### src/hdl/wlc_regs.svh
// Register offsets, field positions, reset values and rate constants
`ifndef WLC_REGS_SVH
`define WLC_REGS_SVH
`define WLC_CTRL_OFS 4'h0
`define WLC_STATUS_OFS 4'h4
`define WLC_LINK_OFS 4'h8
`define WLC_GPIO_OFS 4'hC
`define WLC_CTRL_READY_BIT 0
`define WLC_MODE_ON 3'h0
`define WLC_MODE_PS1 3'h1
`define WLC_MODE_PS2 3'h2
`define WLC_MODE_PS5 3'h5
`define WLC_MODE_RST 3'h5
`define WLC_BAUD_RST 3'h4
`define WLC_BAUD_MAX 3'h6
`define WLC_PAR_NONE 2'h0
`define WLC_PAR_BAD 2'h3
`define WLC_CHAN_RST 4'h1
`define WLC_REGION_RST 2'h0
`define WLC_REGION_BAD 2'h3
`define WLC_CHMAX_EU 4'hB
`define WLC_CHMAX_US 4'hD
`define WLC_CHMAX_JP 4'hE
`define WLC_KEY64_DIGITS 8'h0A
`define WLC_KEY128_DIGITS 8'h1A
`define WLC_UA_LEN8 4'h8
`define WLC_UA_BAUD 2:0
`define WLC_UA_PAR 5:4
`define WLC_UA_STOP 8
`define WLC_UA_LEN 15:12
`define WLC_KEY_DIGITS 7:0
`define WLC_CHAN_FLD 3:0
`define WLC_MODE_FLD 2:0
`define WLC_REGION_FLD 1:0
`define WLC_FLAG_BIT 0
`define WLC_CLK_HZ 125000000
`define WLC_BAUD_9600 9600
`define WLC_BAUD_19200 19200
`define WLC_BAUD_38400 38400
`define WLC_BAUD_57600 57600
`define WLC_BAUD_115200 115200
`define WLC_BAUD_230400 230400
`define WLC_BAUD_921600 921600
`endif

### src/hdl/wlc_pkg.sv
// Types shared by the command interpreter and its users
package wlc_pkg;
  typedef enum logic [4:0] {
    uart_config_cmd = 5'h00, security_cmd = 5'h01, key_cmd = 5'h02,
    auth_cmd = 5'h03, search_cmd = 5'h04, attach_cmd = 5'h05,
    detach_cmd = 5'h06, network_type_cmd = 5'h07, channel_cmd = 5'h08,
    hw_addr_cmd = 5'h09, low_power_cmd = 5'h0A,
    signal_level_query = 5'h0B, region_query = 5'h0C,
    region_set_cmd = 5'h0D, adc_setup_cmd = 5'h0E,
    adc_sample_cmd = 5'h0F, pin_dir_out_cmd = 5'h10,
    pin_dir_in_cmd = 5'h11, pin_drive_high_cmd = 5'h12,
    pin_drive_low_cmd = 5'h13, pin_sense_cmd = 5'h14,
    version_query = 5'h15
  } wlc_op_e;
  typedef enum logic [1:0] {RSP_OK = 2'h0, RSP_REJECT = 2'h1} wlc_status_e;
  typedef enum logic [1:0] {ST_IDLE = 2'b01, ST_RESP = 2'b10} wlc_fsm_e;
  typedef struct packed {
    wlc_op_e op;
    logic [31:0] arg;
  } wlc_cmd_s;
  typedef struct packed {
    wlc_op_e op;
    wlc_status_e status;
    logic [47:0] data;
  } wlc_rsp_s;
  typedef struct packed {
    wlc_fsm_e fsm;
    logic [2:0] mode;
    logic standby;
    logic hr_meta;
    logic hr_sync;
    logic hr_last;
    logic cts_meta;
    logic cts_sync;
    logic [11:0] gi_meta;
    logic [11:0] gi_sync;
    logic ready;
    logic [2:0] baud;
    logic [1:0] parity;
    logic stop2;
    logic wep;
    logic key128;
    logic auth_closed;
    logic attached;
    logic [31:0] ssid;
    logic adhoc;
    logic [3:0] channel;
    logic [1:0] region;
    logic [1:0] adc_on;
    logic scan;
    logic [11:0] gpio_dir;
    logic [11:0] gpio_out;
    wlc_rsp_s rsp;
    logic wb_ack;
    logic [31:0] wb_dat;
  } wlc_state_s;
endpackage

### src/hdl/wlc_cmd_top.sv
// Command interpreter and power-save controller of the wireless module
//
// The implementer's own choices: register access over Wishbone and the placing of the registers.
`timescale 1ns/10ps
`default_nettype none
`include "wlc_regs.svh"

// Overview of operation
// - Serial config takes seven baud rates, even/odd parity, one or two stops.
// - Serial config refused unless character length is eight bits.
// - Security command selects no security or WEP from host flag.
// - Key command takes 10 or 26 hex digits for 64/128-bit key.
// - Authentication command picks open or closed, used with WEP.
// - Search command starts an access point scan and reports results.
// - Attach joins the named SSID; detach leaves the current one.
// - Network type command switches infrastructure or ad-hoc operation.
// - Channel command sets ad-hoc channel, 1-11, 1-13 or 1-14 by region.
// - Low power command selects mode 0, 1, 2 or 5 only.
// - Signal level query returns strength of current access point link.
// - Region query returns configured region; region set changes it.
// - ADC setup enables a channel; ADC sample returns its value.
// - Pin direction commands make selected GPIO lines outputs or inputs.
// - Drive commands set outputs high or low; sense reads input lines.
// - Mode 1: radio in IEEE power save, controller stays fully awake.
// - Mode 2: host-ready falling puts controller into standby.
// - Standby ends on access point packet or host-ready asserted.
// - After start-up the device is in mode 5 with radio off.
// - In mode 5 host sends only serial config, low power, address, version.
// - Other commands refused until mode 1 or mode 0 is entered.
// - Mode 1 is not available in ad-hoc operation.
// - Serial port powers up at 115200 baud, no parity, 8 bits, 1 stop.
// - Flow control out and in are active low RTS/CTS handshakes.
// - Flow control held deasserted after reset until ready for commands.
module wlc_cmd_top #(
  parameter int GPIO_N = 12,
  parameter logic [47:0] HW_ADDR = 48'h02_00_00_00_00_01, // Arbitrary
  parameter logic [31:0] VERSION = 32'h0000_0100 // Arbitrary
) (
  input wire logic REF_CLK,
  input wire logic RST_B,
  input wire logic [3:0] WB_ADR_I,
  input wire logic [31:0] WB_DAT_I,
  output logic [31:0] WB_DAT_O,
  input wire logic WB_WE_I,
  input wire logic [3:0] WB_SEL_I,
  input wire logic WB_STB_I,
  input wire logic WB_CYC_I,
  output logic WB_ACK_O,
  input wire logic CMD_VALID,
  output logic CMD_READY,
  input wire wlc_pkg::wlc_cmd_s CMD,
  output logic RSP_VALID,
  input wire logic RSP_READY,
  output wlc_pkg::wlc_rsp_s RSP,
  input wire logic HOST_READY,
  input wire logic HOST_CTS_N,
  output logic MOD_RTS_N,
  output logic [2:0] BAUD_CODE,
  output logic [15:0] BAUD_DIV,
  output logic [1:0] PARITY,
  output logic STOP2,
  input wire logic AP_PKT,
  input wire logic [7:0] AP_COUNT,
  input wire logic [7:0] RSSI,
  output logic SCAN_START,
  output logic LINK_ATTACH,
  output logic [31:0] LINK_SSID,
  output logic ADHOC,
  output logic [3:0] CHANNEL,
  output logic WEP_EN,
  output logic KEY_128,
  output logic AUTH_CLOSED,
  output logic RADIO_PS,
  output logic RADIO_OFF,
  output logic CPU_STANDBY,
  output logic [1:0] ADC_EN,
  input wire logic [19:0] ADC_DATA,
  input wire logic [GPIO_N-1:0] GPIO_I,
  output logic [GPIO_N-1:0] GPIO_O,
  output logic [GPIO_N-1:0] GPIO_OE_N
);
  import wlc_pkg::*;

  wlc_state_s r;
  wlc_state_s n;
  logic accept;
  logic ok;
  logic allowed5;
  logic [47:0] data;
  logic [3:0] chmax;
  logic [11:0] mask;
  logic [31:0] a;

  // Commands are taken only when idle, software ready and not in standby
  assign CMD_READY = (r.fsm == ST_IDLE) && r.ready && !r.standby;
  assign accept = CMD_VALID && CMD_READY;
  assign a = CMD.arg;
  assign mask = a[11:0];

  // Response leaves only while the host's CTS is asserted
  assign RSP_VALID = (r.fsm == ST_RESP) && !r.cts_sync;
  assign RSP = r.rsp;
  // RTS falls away while busy, in standby or before software says ready
  assign MOD_RTS_N = !(r.ready && r.fsm == ST_IDLE && !r.standby);

  assign BAUD_CODE = r.baud;
  assign PARITY = r.parity;
  assign STOP2 = r.stop2;
  assign SCAN_START = r.scan;
  assign LINK_ATTACH = r.attached;
  assign LINK_SSID = r.ssid;
  assign ADHOC = r.adhoc;
  assign CHANNEL = r.channel;
  assign WEP_EN = r.wep;
  assign KEY_128 = r.key128;
  assign AUTH_CLOSED = r.auth_closed;
  // Radio follows the mode; mode 2 keeps IEEE saving during standby
  assign RADIO_PS = (r.mode == `WLC_MODE_PS1) ||
                    (r.mode == `WLC_MODE_PS2);
  assign RADIO_OFF = (r.mode == `WLC_MODE_PS5);
  assign CPU_STANDBY = r.standby;
  assign ADC_EN = r.adc_on;
  assign GPIO_O = r.gpio_out;
  assign GPIO_OE_N = ~r.gpio_dir;
  assign WB_ACK_O = r.wb_ack;
  assign WB_DAT_O = r.wb_dat;

  // Bit-clock divisor; constant divisions so no divider is built
  always_comb begin
    case (r.baud)
      3'h0: BAUD_DIV = 16'(`WLC_CLK_HZ / `WLC_BAUD_9600);
      3'h1: BAUD_DIV = 16'(`WLC_CLK_HZ / `WLC_BAUD_19200);
      3'h2: BAUD_DIV = 16'(`WLC_CLK_HZ / `WLC_BAUD_38400);
      3'h3: BAUD_DIV = 16'(`WLC_CLK_HZ / `WLC_BAUD_57600);
      3'h4: BAUD_DIV = 16'(`WLC_CLK_HZ / `WLC_BAUD_115200);
      3'h5: BAUD_DIV = 16'(`WLC_CLK_HZ / `WLC_BAUD_230400);
      default: BAUD_DIV = 16'(`WLC_CLK_HZ / `WLC_BAUD_921600);
    endcase
  end

  // Channel ceiling follows the configured region
  always_comb begin
    case (r.region)
      2'h1: chmax = `WLC_CHMAX_US;
      2'h2: chmax = `WLC_CHMAX_JP;
      default: chmax = `WLC_CHMAX_EU;
    endcase
  end

  // Only four commands pass while the radio is powered down
  assign allowed5 = (CMD.op == uart_config_cmd) ||
                    (CMD.op == low_power_cmd) ||
                    (CMD.op == hw_addr_cmd) ||
                    (CMD.op == version_query);

  // Next state: synchronisers, command decode, standby and bus slave
  always_comb begin
    n = r;
    ok = 1'b1;
    data = 48'h0;
    n.scan = 1'b0;
    n.wb_ack = 1'b0;
    // Pins pass two flops; stage one feeds stage two only
    n.hr_meta = HOST_READY;
    n.hr_sync = r.hr_meta;
    n.hr_last = r.hr_sync;
    n.cts_meta = HOST_CTS_N;
    n.cts_sync = r.cts_meta;
    n.gi_meta = GPIO_I;
    n.gi_sync = r.gi_meta;
    if (r.mode == `WLC_MODE_PS5 && !allowed5) begin
      ok = 1'b0;
    end else begin
      case (CMD.op)
        uart_config_cmd: begin
          ok = (a[`WLC_UA_LEN] == `WLC_UA_LEN8) &&
               (a[`WLC_UA_BAUD] <= `WLC_BAUD_MAX) &&
               (a[`WLC_UA_PAR] != `WLC_PAR_BAD);
          if (ok && accept) begin
            n.baud = a[`WLC_UA_BAUD];
            n.parity = a[`WLC_UA_PAR];
            n.stop2 = a[`WLC_UA_STOP];
          end
        end
        security_cmd: if (accept) begin
          n.wep = a[`WLC_FLAG_BIT];
        end
        key_cmd: begin
          ok = (a[`WLC_KEY_DIGITS] == `WLC_KEY64_DIGITS) ||
               (a[`WLC_KEY_DIGITS] == `WLC_KEY128_DIGITS);
          if (ok && accept) begin
            n.key128 = (a[`WLC_KEY_DIGITS] == `WLC_KEY128_DIGITS);
          end
        end
        auth_cmd: if (accept) begin
          n.auth_closed = a[`WLC_FLAG_BIT];
        end
        search_cmd: begin
          n.scan = accept;
          data = {40'h0, AP_COUNT};
        end
        attach_cmd: begin
          ok = (a != 32'h0); // Empty SSID handle has nothing to join
          if (ok && accept) begin
            n.attached = 1'b1;
            n.ssid = a;
          end
        end
        detach_cmd: if (accept) begin
          n.attached = 1'b0;
        end
        network_type_cmd: begin
          // Ad-hoc refused while mode 1 needs infrastructure beacons
          ok = !(a[`WLC_FLAG_BIT] && r.mode == `WLC_MODE_PS1);
          if (ok && accept) begin
            n.adhoc = a[`WLC_FLAG_BIT];
          end
        end
        channel_cmd: begin
          ok = (a[`WLC_CHAN_FLD] != 4'h0) &&
               (a[`WLC_CHAN_FLD] <= chmax);
          if (ok && accept) begin
            n.channel = a[`WLC_CHAN_FLD];
          end
        end
        hw_addr_cmd: data = HW_ADDR;
        low_power_cmd: begin
          ok = (a[`WLC_MODE_FLD] == `WLC_MODE_ON) ||
               (a[`WLC_MODE_FLD] == `WLC_MODE_PS1) ||
               (a[`WLC_MODE_FLD] == `WLC_MODE_PS2) ||
               (a[`WLC_MODE_FLD] == `WLC_MODE_PS5);
          if (a[`WLC_MODE_FLD] == `WLC_MODE_PS1 && r.adhoc) begin
            ok = 1'b0;
          end
          // Leaving mode 5 must go through mode 1 or mode 0
          if (r.mode == `WLC_MODE_PS5 &&
              a[`WLC_MODE_FLD] == `WLC_MODE_PS2) begin
            ok = 1'b0;
          end
          if (ok && accept) begin
            n.mode = a[`WLC_MODE_FLD];
          end
        end
        signal_level_query: begin
          ok = r.attached;
          data = {40'h0, RSSI};
        end
        region_query: data = {46'h0, r.region};
        region_set_cmd: begin
          ok = (a[`WLC_REGION_FLD] != `WLC_REGION_BAD);
          if (ok && accept) begin
            n.region = a[`WLC_REGION_FLD];
          end
        end
        adc_setup_cmd: if (accept) begin
          n.adc_on[a[0]] = 1'b1;
        end
        adc_sample_cmd: begin
          ok = r.adc_on[a[0]];
          data = a[0] ? {38'h0, ADC_DATA[19:10]} : {38'h0, ADC_DATA[9:0]};
        end
        pin_dir_out_cmd: if (accept) begin
          n.gpio_dir = r.gpio_dir | mask;
        end
        pin_dir_in_cmd: if (accept) begin
          n.gpio_dir = r.gpio_dir & ~mask;
        end
        pin_drive_high_cmd: if (accept) begin
          n.gpio_out = r.gpio_out | mask;
        end
        pin_drive_low_cmd: if (accept) begin
          n.gpio_out = r.gpio_out & ~mask;
        end
        pin_sense_cmd: data = {36'h0, r.gi_sync & ~r.gpio_dir & mask};
        version_query: data = {16'h0, VERSION};
        default: ok = 1'b0;
      endcase
    end
    // Handshake: one response frame per taken command
    case (r.fsm)
      ST_IDLE: if (accept) begin
        n.rsp.op = CMD.op;
        n.rsp.status = ok ? RSP_OK : RSP_REJECT;
        n.rsp.data = ok ? data : 48'h0;
        n.fsm = ST_RESP;
      end
      ST_RESP: if (RSP_READY && !r.cts_sync) begin
        n.fsm = ST_IDLE;
      end
      default: n.fsm = ST_IDLE;
    endcase
    // Standby: leaving wins over a fresh falling edge of host-ready
    if (r.standby) begin
      if (AP_PKT || r.hr_sync || r.mode != `WLC_MODE_PS2) begin
        n.standby = 1'b0;
      end
    end else if (r.mode == `WLC_MODE_PS2 && r.hr_last && !r.hr_sync) begin
      n.standby = 1'b1;
    end
    // Bus slave answers one cycle after the request, dropped next cycle
    // A write lands at the edge where the master samples ack, not before
    if (WB_CYC_I && WB_STB_I && r.wb_ack && WB_WE_I && WB_SEL_I[0] &&
        WB_ADR_I == `WLC_CTRL_OFS) begin
      n.ready = WB_DAT_I[`WLC_CTRL_READY_BIT];
    end
    if (WB_CYC_I && WB_STB_I && !r.wb_ack) begin
      n.wb_ack = 1'b1;
      n.wb_dat = 32'h0;
      if (WB_ADR_I == `WLC_CTRL_OFS) begin
        n.wb_dat = {31'h0, r.ready};
      end else if (WB_ADR_I == `WLC_STATUS_OFS) begin
        n.wb_dat = {16'h0, r.adc_on, r.hr_sync, r.attached, r.auth_closed,
                    r.key128, r.wep, r.adhoc, r.fsm == ST_RESP, r.standby,
                    r.ready, r.mode, 1'b0, r.cts_sync};
      end else if (WB_ADR_I == `WLC_LINK_OFS) begin
        n.wb_dat = {18'h0, r.region, r.channel, 1'b0, r.stop2, r.parity,
                    1'b0, r.baud};
      end else if (WB_ADR_I == `WLC_GPIO_OFS) begin
        n.wb_dat = {8'h0, r.gi_sync, r.gpio_dir};
      end
    end
  end

  // State register with synchronous reset to power-up defaults
  always_ff @(posedge REF_CLK) begin
    if (!RST_B) begin
      r <= '0;
      r.fsm <= ST_IDLE;
      r.mode <= `WLC_MODE_RST;
      r.baud <= `WLC_BAUD_RST;
      r.parity <= `WLC_PAR_NONE;
      r.channel <= `WLC_CHAN_RST;
      r.region <= `WLC_REGION_RST;
      r.cts_meta <= 1'b1;
      r.cts_sync <= 1'b1;
    end else begin
      r <= n;
    end
  end
endmodule
`default_nettype wire

### config.mk
export PLATFORM = sky130hd
export DESIGN_NAME = wlc_cmd_top
export DESIGN_NICKNAME = d
export VERILOG_FILES = /design/src/hdl/wlc_pkg.sv /design/src/hdl/wlc_cmd_top.sv
export VERILOG_INCLUDE_DIRS = /design/src /design/src/hdl
export SDC_FILE = /design/constraint.sdc
export NUM_CORES = 1
export LEC_CHECK = 0
export BUFFER_PORTS_ARGS = -buffer_cell sky130_fd_sc_hd__buf_2
export CAP_MARGIN = 20
export CORE_MARGIN = 2
export CORE_UTILIZATION = 45
export DETAILED_ROUTE_END_ITERATION = 6
export GPL_ROUTABILITY_DRIVEN = 1
export PLACE_DENSITY = 0.82
export SETUP_SLACK_MARGIN = 0.3
export SLEW_MARGIN = 30
export SYNTH_ARGS = -nofsm -noshare
export SYNTH_HDL_FRONTEND = slang
export SYNTH_SLANG_ARGS = --single-unit
### constraint.sdc
create_clock -name REF_CLK -period 2.6 [get_ports REF_CLK]
set_clock_uncertainty 0.15 [all_clocks]
set_input_delay 0 -clock REF_CLK [delete_from_list [all_inputs] [get_ports REF_CLK]]
set_output_delay 0 -clock REF_CLK [all_outputs]
set_load 0.02 [all_outputs]
=== After elaboration in Yosys (flattened, before gate mapping) ===
Index checks and enable logic that the tools add are counted.

* Add/sub/neg operators: 0
* $mul: 0
* Divide/modulo/power cells: 0
* $lt $le $gt $ge: 4
* Equal/unequal tests: 53
* Shifts and indexed selects: 0
* Muxes and demuxes: 37
* Bitwise operators: 12
* Reduce and logical (&&, ||, !) cells: 71

{| class="wikitable"
|+ Operators by type and width
! operator !! number
|-
| one-hot mux 42 bit (7 select lines) || 1
|-
| 2-to-1 mux 24 bit || 4
|-
| one-hot mux 14 bit (6 select lines) || 1
|-
| 2-to-1 mux 33 bit || 2
|-
| AND 12 bit || 4
|-
| 2-to-1 mux 12 bit || 4
|-
| 2-to-1 mux 48 bit || 1
|-
| one-hot mux 12 bit (2 select lines) || 2
|-
| 2-to-1 mux 42 bit || 1
|-
| equality test 5 x 4 -> 1 bit (second input constant) || 8
|-
| nonzero test 32 bit || 1
|-
| equality test 5 bit (second input constant) || 6
|-
| AND reduction 3 bit || 10
|-
| logical AND 1 bit || 28
|-
| NOT 12 bit || 2
|-
| bitwise OR 12 bit || 2
|-
| equality test 5 x 3 -> 1 bit (second input constant) || 4
|-
| inequality test 2 bit (second input constant) || 10
|-
| 2-to-1 mux 1 bit || 13
|-
| OR reduction 13 bit || 1
|-
| equality test 3 x 2 -> 1 bit (second input constant) || 4
|-
| equality test 3 bit (second input constant) || 4
|-
| equality test 4 bit (second input constant) || 3
|-
| AND reduction 4 bit || 3
|-
| other kinds (31) || 58
|}

* Register bits after elaboration: 200
* Bits in latches: 0
* RAM bits: 0
* Bits in read-only memories: 0
* Input port bits: 135
* Output and inout bits: 184
* Word-level logic and storage cells: 208
* Memories: 0

=== Depth between registers and ports, before layout ===
Gate-level depths: netlist (run 1).

* Depth after elaboration: 11
* Gate-level depth with buffers: 12
* Gate-level depth less buffers: 10

=== Worst setup path before layout (run 1) ===
OpenSTA, ideal clock, no wires.

* Kind: input port to flip-flop
* Start: in CMD[0] (netlist bit)
* End: reg r, in the netlist RSP[2]
* Setup time: 0.125 ns
* Arrival: 2.379 ns
* Data required time: 2.325 ns
* Setup slack: -0.054 ns
* Stages: 12
* Buffers on the path: 4
* Path through: buf_4 > buf_1 > clkbuf_1 > inv_1 > ha_1 > nand3_1 > nand2_1 > a21oi_1 > o22ai_1 > nor4_2 > buf_6 > o31ai_2

* Word-level cells in the longest chain between the ends: 11
* Elaborated cells between the ends (all ways): 34
* Those cells by class: 2 x order compare; 6 x eq/ne; 12 x mux; 14 x reduce/logical

{| class="wikitable"
|+ RTL lines
! element !! line !! RTL
|-
| start, declared || wlc_cmd_top.sv:51 || <nowiki>input wire wlc_pkg::wlc_cmd_s CMD,</nowiki>
|-
| equality test 3 x 1 -> 1 bit (no source line) / logical NOT 3 bit (equally long branches) || - ||
|-
| logical OR 1 bit (3 in a row) || wlc_cmd_top.sv:228 || <nowiki>ok = (a[`WLC_MODE_FLD] == `WLC_MODE_ON) ||</nowiki>
|-
| 2-to-1 mux 1 bit || wlc_cmd_top.sv:232 || <nowiki>if (a[`WLC_MODE_FLD] == `WLC_MODE_PS1 && r.adhoc) begin</nowiki>
|-
| 2-to-1 mux 1 bit || wlc_cmd_top.sv:236 || <nowiki>if (r.mode == `WLC_MODE_PS5 &&</nowiki>
|-
| 2-to-1 mux 1 bit || wlc_cmd_top.sv:174 || <nowiki>case (CMD.op)</nowiki>
|-
| 2-to-1 mux 1 bit || wlc_cmd_top.sv:171 || <nowiki>if (r.mode == `WLC_MODE_PS5 && !allowed5) begin</nowiki>
|-
| one-hot mux 1 bit (10 select lines) || wlc_cmd_top.sv:174 ||
|-
| 2-to-1 mux 1 bit || wlc_cmd_top.sv:171 ||
|-
| 2-to-1 mux 48 bit (*) || wlc_cmd_top.sv:284 || <nowiki>n.rsp.data = ok ? data : 48'h0;</nowiki>
|-
| end signal, assigned || wlc_cmd_top.sv:337 || <nowiki>r <= n;</nowiki>
|-
| end, declared || wlc_cmd_top.sv:84 || <nowiki>wlc_state_s r;</nowiki>
|}

Every way passes the cells marked *; elsewhere a longest branch is shown, timed or not. The select of a mux whose other input is x is not followed.
A chain may end at the register's enable or synchronous reset.

=== Worst setup path in the final report (run 1) ===
* Start: in CMD[32] (netlist bit)
* End: reg r, in the netlist RSP[8]

* Word-level cells in the longest chain between the ends: 8
* Elaborated cells between the ends (all ways): 33
* Those cells by class: 21 x eq/ne; 5 x mux; 7 x reduce/logical

{| class="wikitable"
|+ RTL lines
! element !! line
|-
| branches (longest 7 deep; another with OR reduction 13 bit) || -
|-
| 2-to-1 mux 48 bit (*) || wlc_cmd_top.sv:284
|}

Every way passes the cells marked *.

==> impl_metrics.tcl, run 1 <==
set metrics [dict create \
    path_cells "dlygate4sd3_1 > buf_2 > buf_4 > or3_1 > nor4_4 > nand4b_1 > nor4_2 > buf_4 > buf_8 > o31ai_2" \
    final.setup.tns_ns 0 \
    wire_per_inst_um 18.83 \
    max-vdd-ir-drop_v 0.0005255 \
    synth_top_family_by_area "simple AND/OR/NAND/NOR gates" \
    drive_gt1_share_pct 30.77 \
    drc_errors 0 \
    cts_tree "built" \
    hp-start "ADC_DATA[9]" \
    synth_cell_types 65 \
    antenna_found_initial 0 \
    r2r.worst_path.cells 8 \
    port_buffers 238 \
    startpoint_type "input port" \
    worst_slew_pin_slew_ns 0.6658 \
    cpPeakStageDelay_ns 0.54 \
    arrival_ns 2.43 \
    drtAntennaViolNets 0 \
    clkSinkCount 156 \
    yosys.area.top_type_share_pct 38.20 \
    grt_use_met2_pct 45.81 \
    fill_cells 1524 \
    synth-seq-cells 156 \
    period_share_pct 86.08 \
    power_frac_seq_pct 43.4 \
    nNetsFinal 1328 \
    synth-adder-area-share_pct 1.530 \
    synthXorXnorAreaFrac_pct 0.5357 \
    met3_usage_pct 8.322 \
    synthesis.area_sq_um 8175 \
    layout_common_cells "236 x buf_2, 154 x dfxtp_1, 131 x nand2_1" \
    slowest_stage "dlygate4sd3_1" \
    crit_fanout 17 \
    p_comb_share_pct 10.6 \
    hold_viol 0 \
    critical_path_class "input port to flop" \
    r2r_slack_ns 0.37 \
    grt_overflow 0 \
    via_count 7602 \
    finalCriticalPeriod_ns 2.238 \
    max_cap_viol_count 0 \
    die_w_um 138.8 \
    critPathMostFrequentCell "buf_4" \
    clk_latency_ns 0.42 \
    fp-row-count 49 \
    worst_slack_ns 0.3619 \
    cts_root_buf "clkbuf_16" \
    slew_headroom_pct 55.61 \
    initial_utilization_pct 45.67 \
    hp-class "input port to flop" \
    first_pass_iters 5 \
    via_per_inst 5.335 \
    path_clk_slew_ns 0.07 \
    synth_compound_area_share_pct 14.89 \
    synthArstFlopShare_pct 0 \
    coreArea_sq_um 17900 \
    p_int_mw 4.108 \
    yosys_warnings 0 \
    synth_edf_count 0 \
    die_area_sq_um 19260 \
    power_leakage_nw 4.547 \
    numCtsBuffers 17 \
    grt_pass1_wl_um 40880 \
    status "completed" \
    end_kind "flop" \
    yosysSeqAreaShare_pct 38.20 \
    r2r_start "r[197]" \
    die_y_um 138.8 \
    use_met1_pct 31.10 \
    ys.flop_type "dfxtp_1" \
    pwr-share-clk_pct 46.0 \
    dp_worst_setup_slack_ns 0.01575 \
    avgSynthCellArea_sq_um 8.385 \
    grt_max_degree 66 \
    syn_inst 975 \
    gp_congestion 0.9083 \
    slew_violations 0 \
    ctsHtreeMaxLevel 4 \
    synth_area_leaders "dfxtp_1 38%, buf_4 13%, nand2_1 6.2%" \
    wirelength_um 26830 \
    p_per_area_nw_per_um2 535.7 \
    sw_frac_of_total_pct 26.34 \
    grt_busiest_layer "met2" \
    ios 319 \
    syn2layout_area_growth_pct 27.33 \
    clock_path_buffers 2 \
    grt_usage_pct 26.94 \
    total_power_mw 5.577 \
    min_delay_path_depth 4 \
    synth_simple_gate_area_share_pct 20.37 \
    drtIter0Drc 550 \
    hpwl_um 18100 \
    rsz0062_at_grt "yes" \
    p_switching_mw 1.469 \
    antennaDiodeCount 0 \
    r2r-end "r[115]" \
    required_ns 2.79 \
    worstHoldEndpoint "RSP[9]" \
    max_freq_ghz 0.4468 \
    synthMuxAreaShare_pct 6.214 \
    mostFrequentLayoutCell "buf_2" \
    synth_top_cell_by_area "dfxtp_1" \
    first_global_vias 7491 \
    final-setup-viol-count 0 \
]
[stage by stage]
step,std cells,util (%),instance area (sq um),hold slack [ns]
2_1_floorplan,1020,-,8349,-0.04853
3_3_place_gp,1300,48.30,8647,0.05494
3_5_place_dp,1300,48.30,8647,0.05744
4_1_cts,1421,56.79,10170,0.001056
5_1_grt,1425,58.15,10410,0.02602
6_report,1425,58.15,10410,0.01398
[synth_stat cells, types with 8 or more instances]
cell type	instances
nand3_1	39
o31ai_2	10
inv_1	25
ha_1	10
o31ai_1	9
nand4_1	8
mux2_2	12
a22oi_1	23
nor2_1	50
a311oi_1	11
dfxtp_1	156
buf_2	8
nor4_1	9
buf_4	145
nand2_1	134
a211oi_1	10
o21ai_0	53
clkbuf_1	48
nor3_1	14
and2_1	42
mux2i_1	35
a21oi_1	25
[cell type report]
class	instances	area, sq um	share of cell area, %
Sequential cell	156	3131	30.07
Clock inverter	15	181.4	1.743
Clock buffer	17	425.4	4.087
Multi-Input combinational cell	625	3948	37.92
Inverter	26	100.1	0.9615
Timing Repair Buffer	357	2338	22.46
Tap cell	229	286.5	2.752
[layer usage]
| layer | wire length [um] | up-vias |
|---|---|---|
| met5 | 0 | - |
| met4 | 1046 | 0 |
| met3 | 2457 | 73 |
| met2 | 13060 | 392 |
| met1 | 10270 | 3563 |
| li1 | - | 3574 |
[worst max-delay path, delay by kind of cell]
kind	cells	cell delay (ns)
buf+inv	5	1.27
simple gates	4	0.94
compound gates	1	0.20
[cell families (layout without fill, tap and decap cells)]
| logic type | Yosys count | in the layout |
|---|---|---|
| AO/OA/AOI/OAI | 178 | 178 |
| XOR/XNOR | 5 | 5 |
| AND/OR/NAND/NOR | 338 | 338 |
| buffers and inverters | 239 | 415 |
| multiplexers | 48 | 48 |
| flip-flops | 156 | 156 |
| other | 1 | 46 |
| adder cells (fa/ha/maj) | 10 | 10 |
[power by group through the flow]
| stage | clock [mW] | combinational (mW) | sequential, mW |
|---|---|---|---|
| after floorplan | 0 | 0.314 | 2.47 |
| after global placement | 0 | 0.428 | 2.48 |
| after detailed placement | 0 | 0.429 | 2.48 |
| after CTS | 2.60 | 0.545 | 2.42 |
| after global routing | 2.71 | 0.626 | 2.42 |
| final | 2.57 | 0.591 | 2.42 |
[what timing repair did]
item | CTS | global route
gates cloned | 1 | 0
hold buffers | 87 | 0
hold endpoints to repair | 114 | 0
pin swaps | 1 | 11
resized for setup | 11 | 42
setup endpoints to repair | 17 | 51
setup buffers | 1 | 4
[worst max-delay path by stage]
stage	endpoint	startpoint
2_1_floorplan	RSP[2]	r[115]
3_3_place_gp	RSP[4]	r[115]
3_5_place_dp	RSP[0]	r[115]
4_1_cts	RSP[0]	r[115]
5_1_grt	RSP[8]	r[116]
6_report	RSP[8]	CMD[32]
(Power assumes the default switching activity.)
==> inputs of run 2 (changes only) <==
--- a/config.mk
+++ b/config.mk
@@ -7,12 +7,12 @@
 export NUM_CORES = 1
 export LEC_CHECK = 0
 export BUFFER_PORTS_ARGS = -buffer_cell sky130_fd_sc_hd__buf_2
-export CAP_MARGIN = 20
+export CAP_MARGIN = 10
 export CORE_MARGIN = 2
-export CORE_UTILIZATION = 45
+export CORE_UTILIZATION = 53
 export DETAILED_ROUTE_END_ITERATION = 6
 export GPL_ROUTABILITY_DRIVEN = 1
-export PLACE_DENSITY = 0.82
+export PLACE_DENSITY = 0.9
 export SETUP_SLACK_MARGIN = 0.3
 export SLEW_MARGIN = 30
 export SYNTH_ARGS = -nofsm -noshare
==> constraint.sdc (replaced) <==
create_clock -name REF_CLK -period 2.7 [get_ports REF_CLK]
set_clock_uncertainty 0.15 [all_clocks]
set_input_delay 0.135 -clock REF_CLK [delete_from_list [all_inputs] [get_ports REF_CLK]]
set_output_delay 0.135 -clock REF_CLK [all_outputs]
set_load 0.02 [all_outputs]
==> run 2 against run 1 <==
  * Register-to-register slack worse by 0.07 ns
  * Sequential power is 4% lower
  * Largest power group unchanged
  * Total power is 4.4% lower
  * Sequential share of layout area is 1.2 points higher
  * Critical path type unchanged
  * Wire length fell by 4.4%
==> impl_metrics.tcl, run 2 (synthesis gave the netlist of run 1 again) <==
set metrics [dict create \
    status "completed" \
    via_count 7575 \
    cts_tree "built" \
    grt_usage_pct 30.10 \
    clk_latency_ns 0.44 \
    worstHoldEndpoint "r[164]" \
    max_freq_ghz 0.4095 \
    grt_overflow 0 \
    arrival_ns 2.65 \
    hold_viol 0 \
    r2r.worst_path.cells 11 \
    slowest_stage "or3_1" \
    layout_common_cells "238 x buf_2, 153 x dfxtp_1, 133 x nand2_1" \
    required_ns 2.91 \
    cpPeakStageDelay_ns 0.59 \
    path_cells "buf_2 > or2b_1 > or3_1 > nor3_1 > a211oi_1 > dlygate4sd3_1 > o31ai_2" \
    fp-row-count 45 \
    crit_fanout 14 \
    path_clk_slew_ns 0.07 \
    hpwl_um 17320 \
    cts_root_buf "clkbuf_16" \
    fill_cells 1181 \
    clock_path_buffers 2 \
    finalCriticalPeriod_ns 2.442 \
    seqCellArea_sq_um 3129 \
    r2r-end "RSP[7]" \
    end_kind "flop" \
    worst_slew_pin_slew_ns 0.7810 \
    mostFrequentLayoutCell "buf_2" \
    drive_gt1_share_pct 29.87 \
    die_w_um 128.2 \
    slew_headroom_pct 47.74 \
    rsz0062_at_grt "yes" \
    startpoint_type "input port" \
    ctsHtreeMaxLevel 4 \
    port_buffers 238 \
    via_per_inst 5.558 \
    nNetsFinal 1307 \
    min_delay_path_depth 6 \
    wirelength_um 25650 \
    drtAntennaViolNets 0 \
    period_share_pct 90.44 \
    power_leakage_nw 4.425 \
    numCtsBuffers 17 \
    final-setup-viol-count 0 \
    path_buf_inv 2 \
    max_cap_viol_count 0 \
    final.setup.tns_ns 0 \
    p_per_area_nw_per_um2 532.4 \
    multi_input_area_sq_um 3822 \
    ios 319 \
    critPathTopFamily "simple AND/OR/NAND/NOR gates" \
    wire_per_inst_um 18.82 \
    first_global_vias 7152 \
    coreArea_sq_um 15150 \
    grt_max_degree 72 \
    r2r_start "r[116]" \
    stdcell_count 1363 \
    r2r_slack_ns 0.30 \
    hp-class "input port to flop" \
    slew_violations 0 \
    initial_utilization_pct 53.98 \
    antennaDiodeCount 0 \
    drc_errors 0 \
    postPlaceCellArea_sq_um 8581 \
    max-vdd-ir-drop_v 0.0004747 \
    antenna_found_initial 0 \
    dp.cells 1257 \
    postLayoutCellArea_sq_um 10020 \
    drtIter0Drc 648 \
    critical_path_class "input port to flop" \
    first_pass_iters 5 \
    grt_pass1_wl_um 37960 \
    syn2layout_area_growth_pct 22.51 \
    clkSinkCount 156 \
    gp_congestion 0.9340 \
    die_y_um 128.2 \
    hp-start "WB_WE_I" \
    die_area_sq_um 16440 \
]
==> run 2: cell types whose count changed in the layout (fill, tap and decap cells not counted), moves of 3 or more <==
| cell | change |
|---|---|
| nor3_1 | +6 |
| dlygate4sd3_1 | -18 |
| o31ai_2 | +6 |
| nor3_2 | -6 |
| o31ai_4 | -6 |
| inv_8 | +3 |
==> run 2: timing repair <==
action	4_1_cts	5_1_grt
gates cloned	1	0
pin swaps	2	5
hold buffers	69	0
hold endpoints to repair	93	0
resized for setup	7	15
setup buffers	2	2
endpoints found under the setup margin	11	49
==> run 2: cell type report <==
type | count | area share [%]
clock buffer | 17 | 4.247
timing repair buffer | 336 | 21.12
sequential | 156 | 31.24
inverter | 26 | 0.9744
clock inverter | 15 | 1.899
multi-input combinational | 625 | 38.16
tap | 188 | 2.349
==> run 2: metrics by stage <==
step	total power [mW]	utilization, %	hold WS (ns)	setup slack (ns)
finish	5.333	66.13	0.03247	0.2581
global route	5.487	66.13	0.03415	0.2504
CTS	5.327	65.54	0.003397	0.3122
detailed placement	2.789	56.65	0.1745	0.08795
global placement	2.786	56.65	0.1745	0.1538
floorplan	2.682	-	0.08647	0.3174
==> run 2: worst max-delay path by stage <==
stage	from	end	slack [ns]	cells after the start
finish	CMD[34]	RSP[5]	0.26	7
global route	CMD[34]	RSP[6]	0.25	7
CTS	CMD[23]	RSP[8]	0.31	10
detailed placement	r[116]	RSP[5]	0.09	10
global placement	r[115]	RSP[4]	0.15	10
floorplan	CMD[0]	RSP[2]	0.32	12
==> run 2: tightest hold or removal path, cell delays in order <==
cell     delay [ns]
buf_2          0.10
nand3_1        0.06
nor4_1         0.04
nand2_1        0.07
mux2i_1        0.07
nor2_1         0.10
==> run 2: routing by layer <==
metal | vias up | track usage [%] | routed length, um
met3 | 78 | 8.180 | 2483
met1 | 3509 | 35.59 | 9873
li1 | 3530 | - | -
met4 | 0 | 13.90 | 896
met5 | - | 0 | 0
met2 | 458 | 50.84 | 12400
==> run 2: report_power, final <==
group / total (mW) / internal [mW] / switching, mW / leakage (nW)
combinational: 0.519 / 0.202 / 0.317 / 2.86
clock: 2.48 / 1.34 / 1.14 / 0.303
sequential: 2.33 / 2.32 / 0.0115 / 1.26
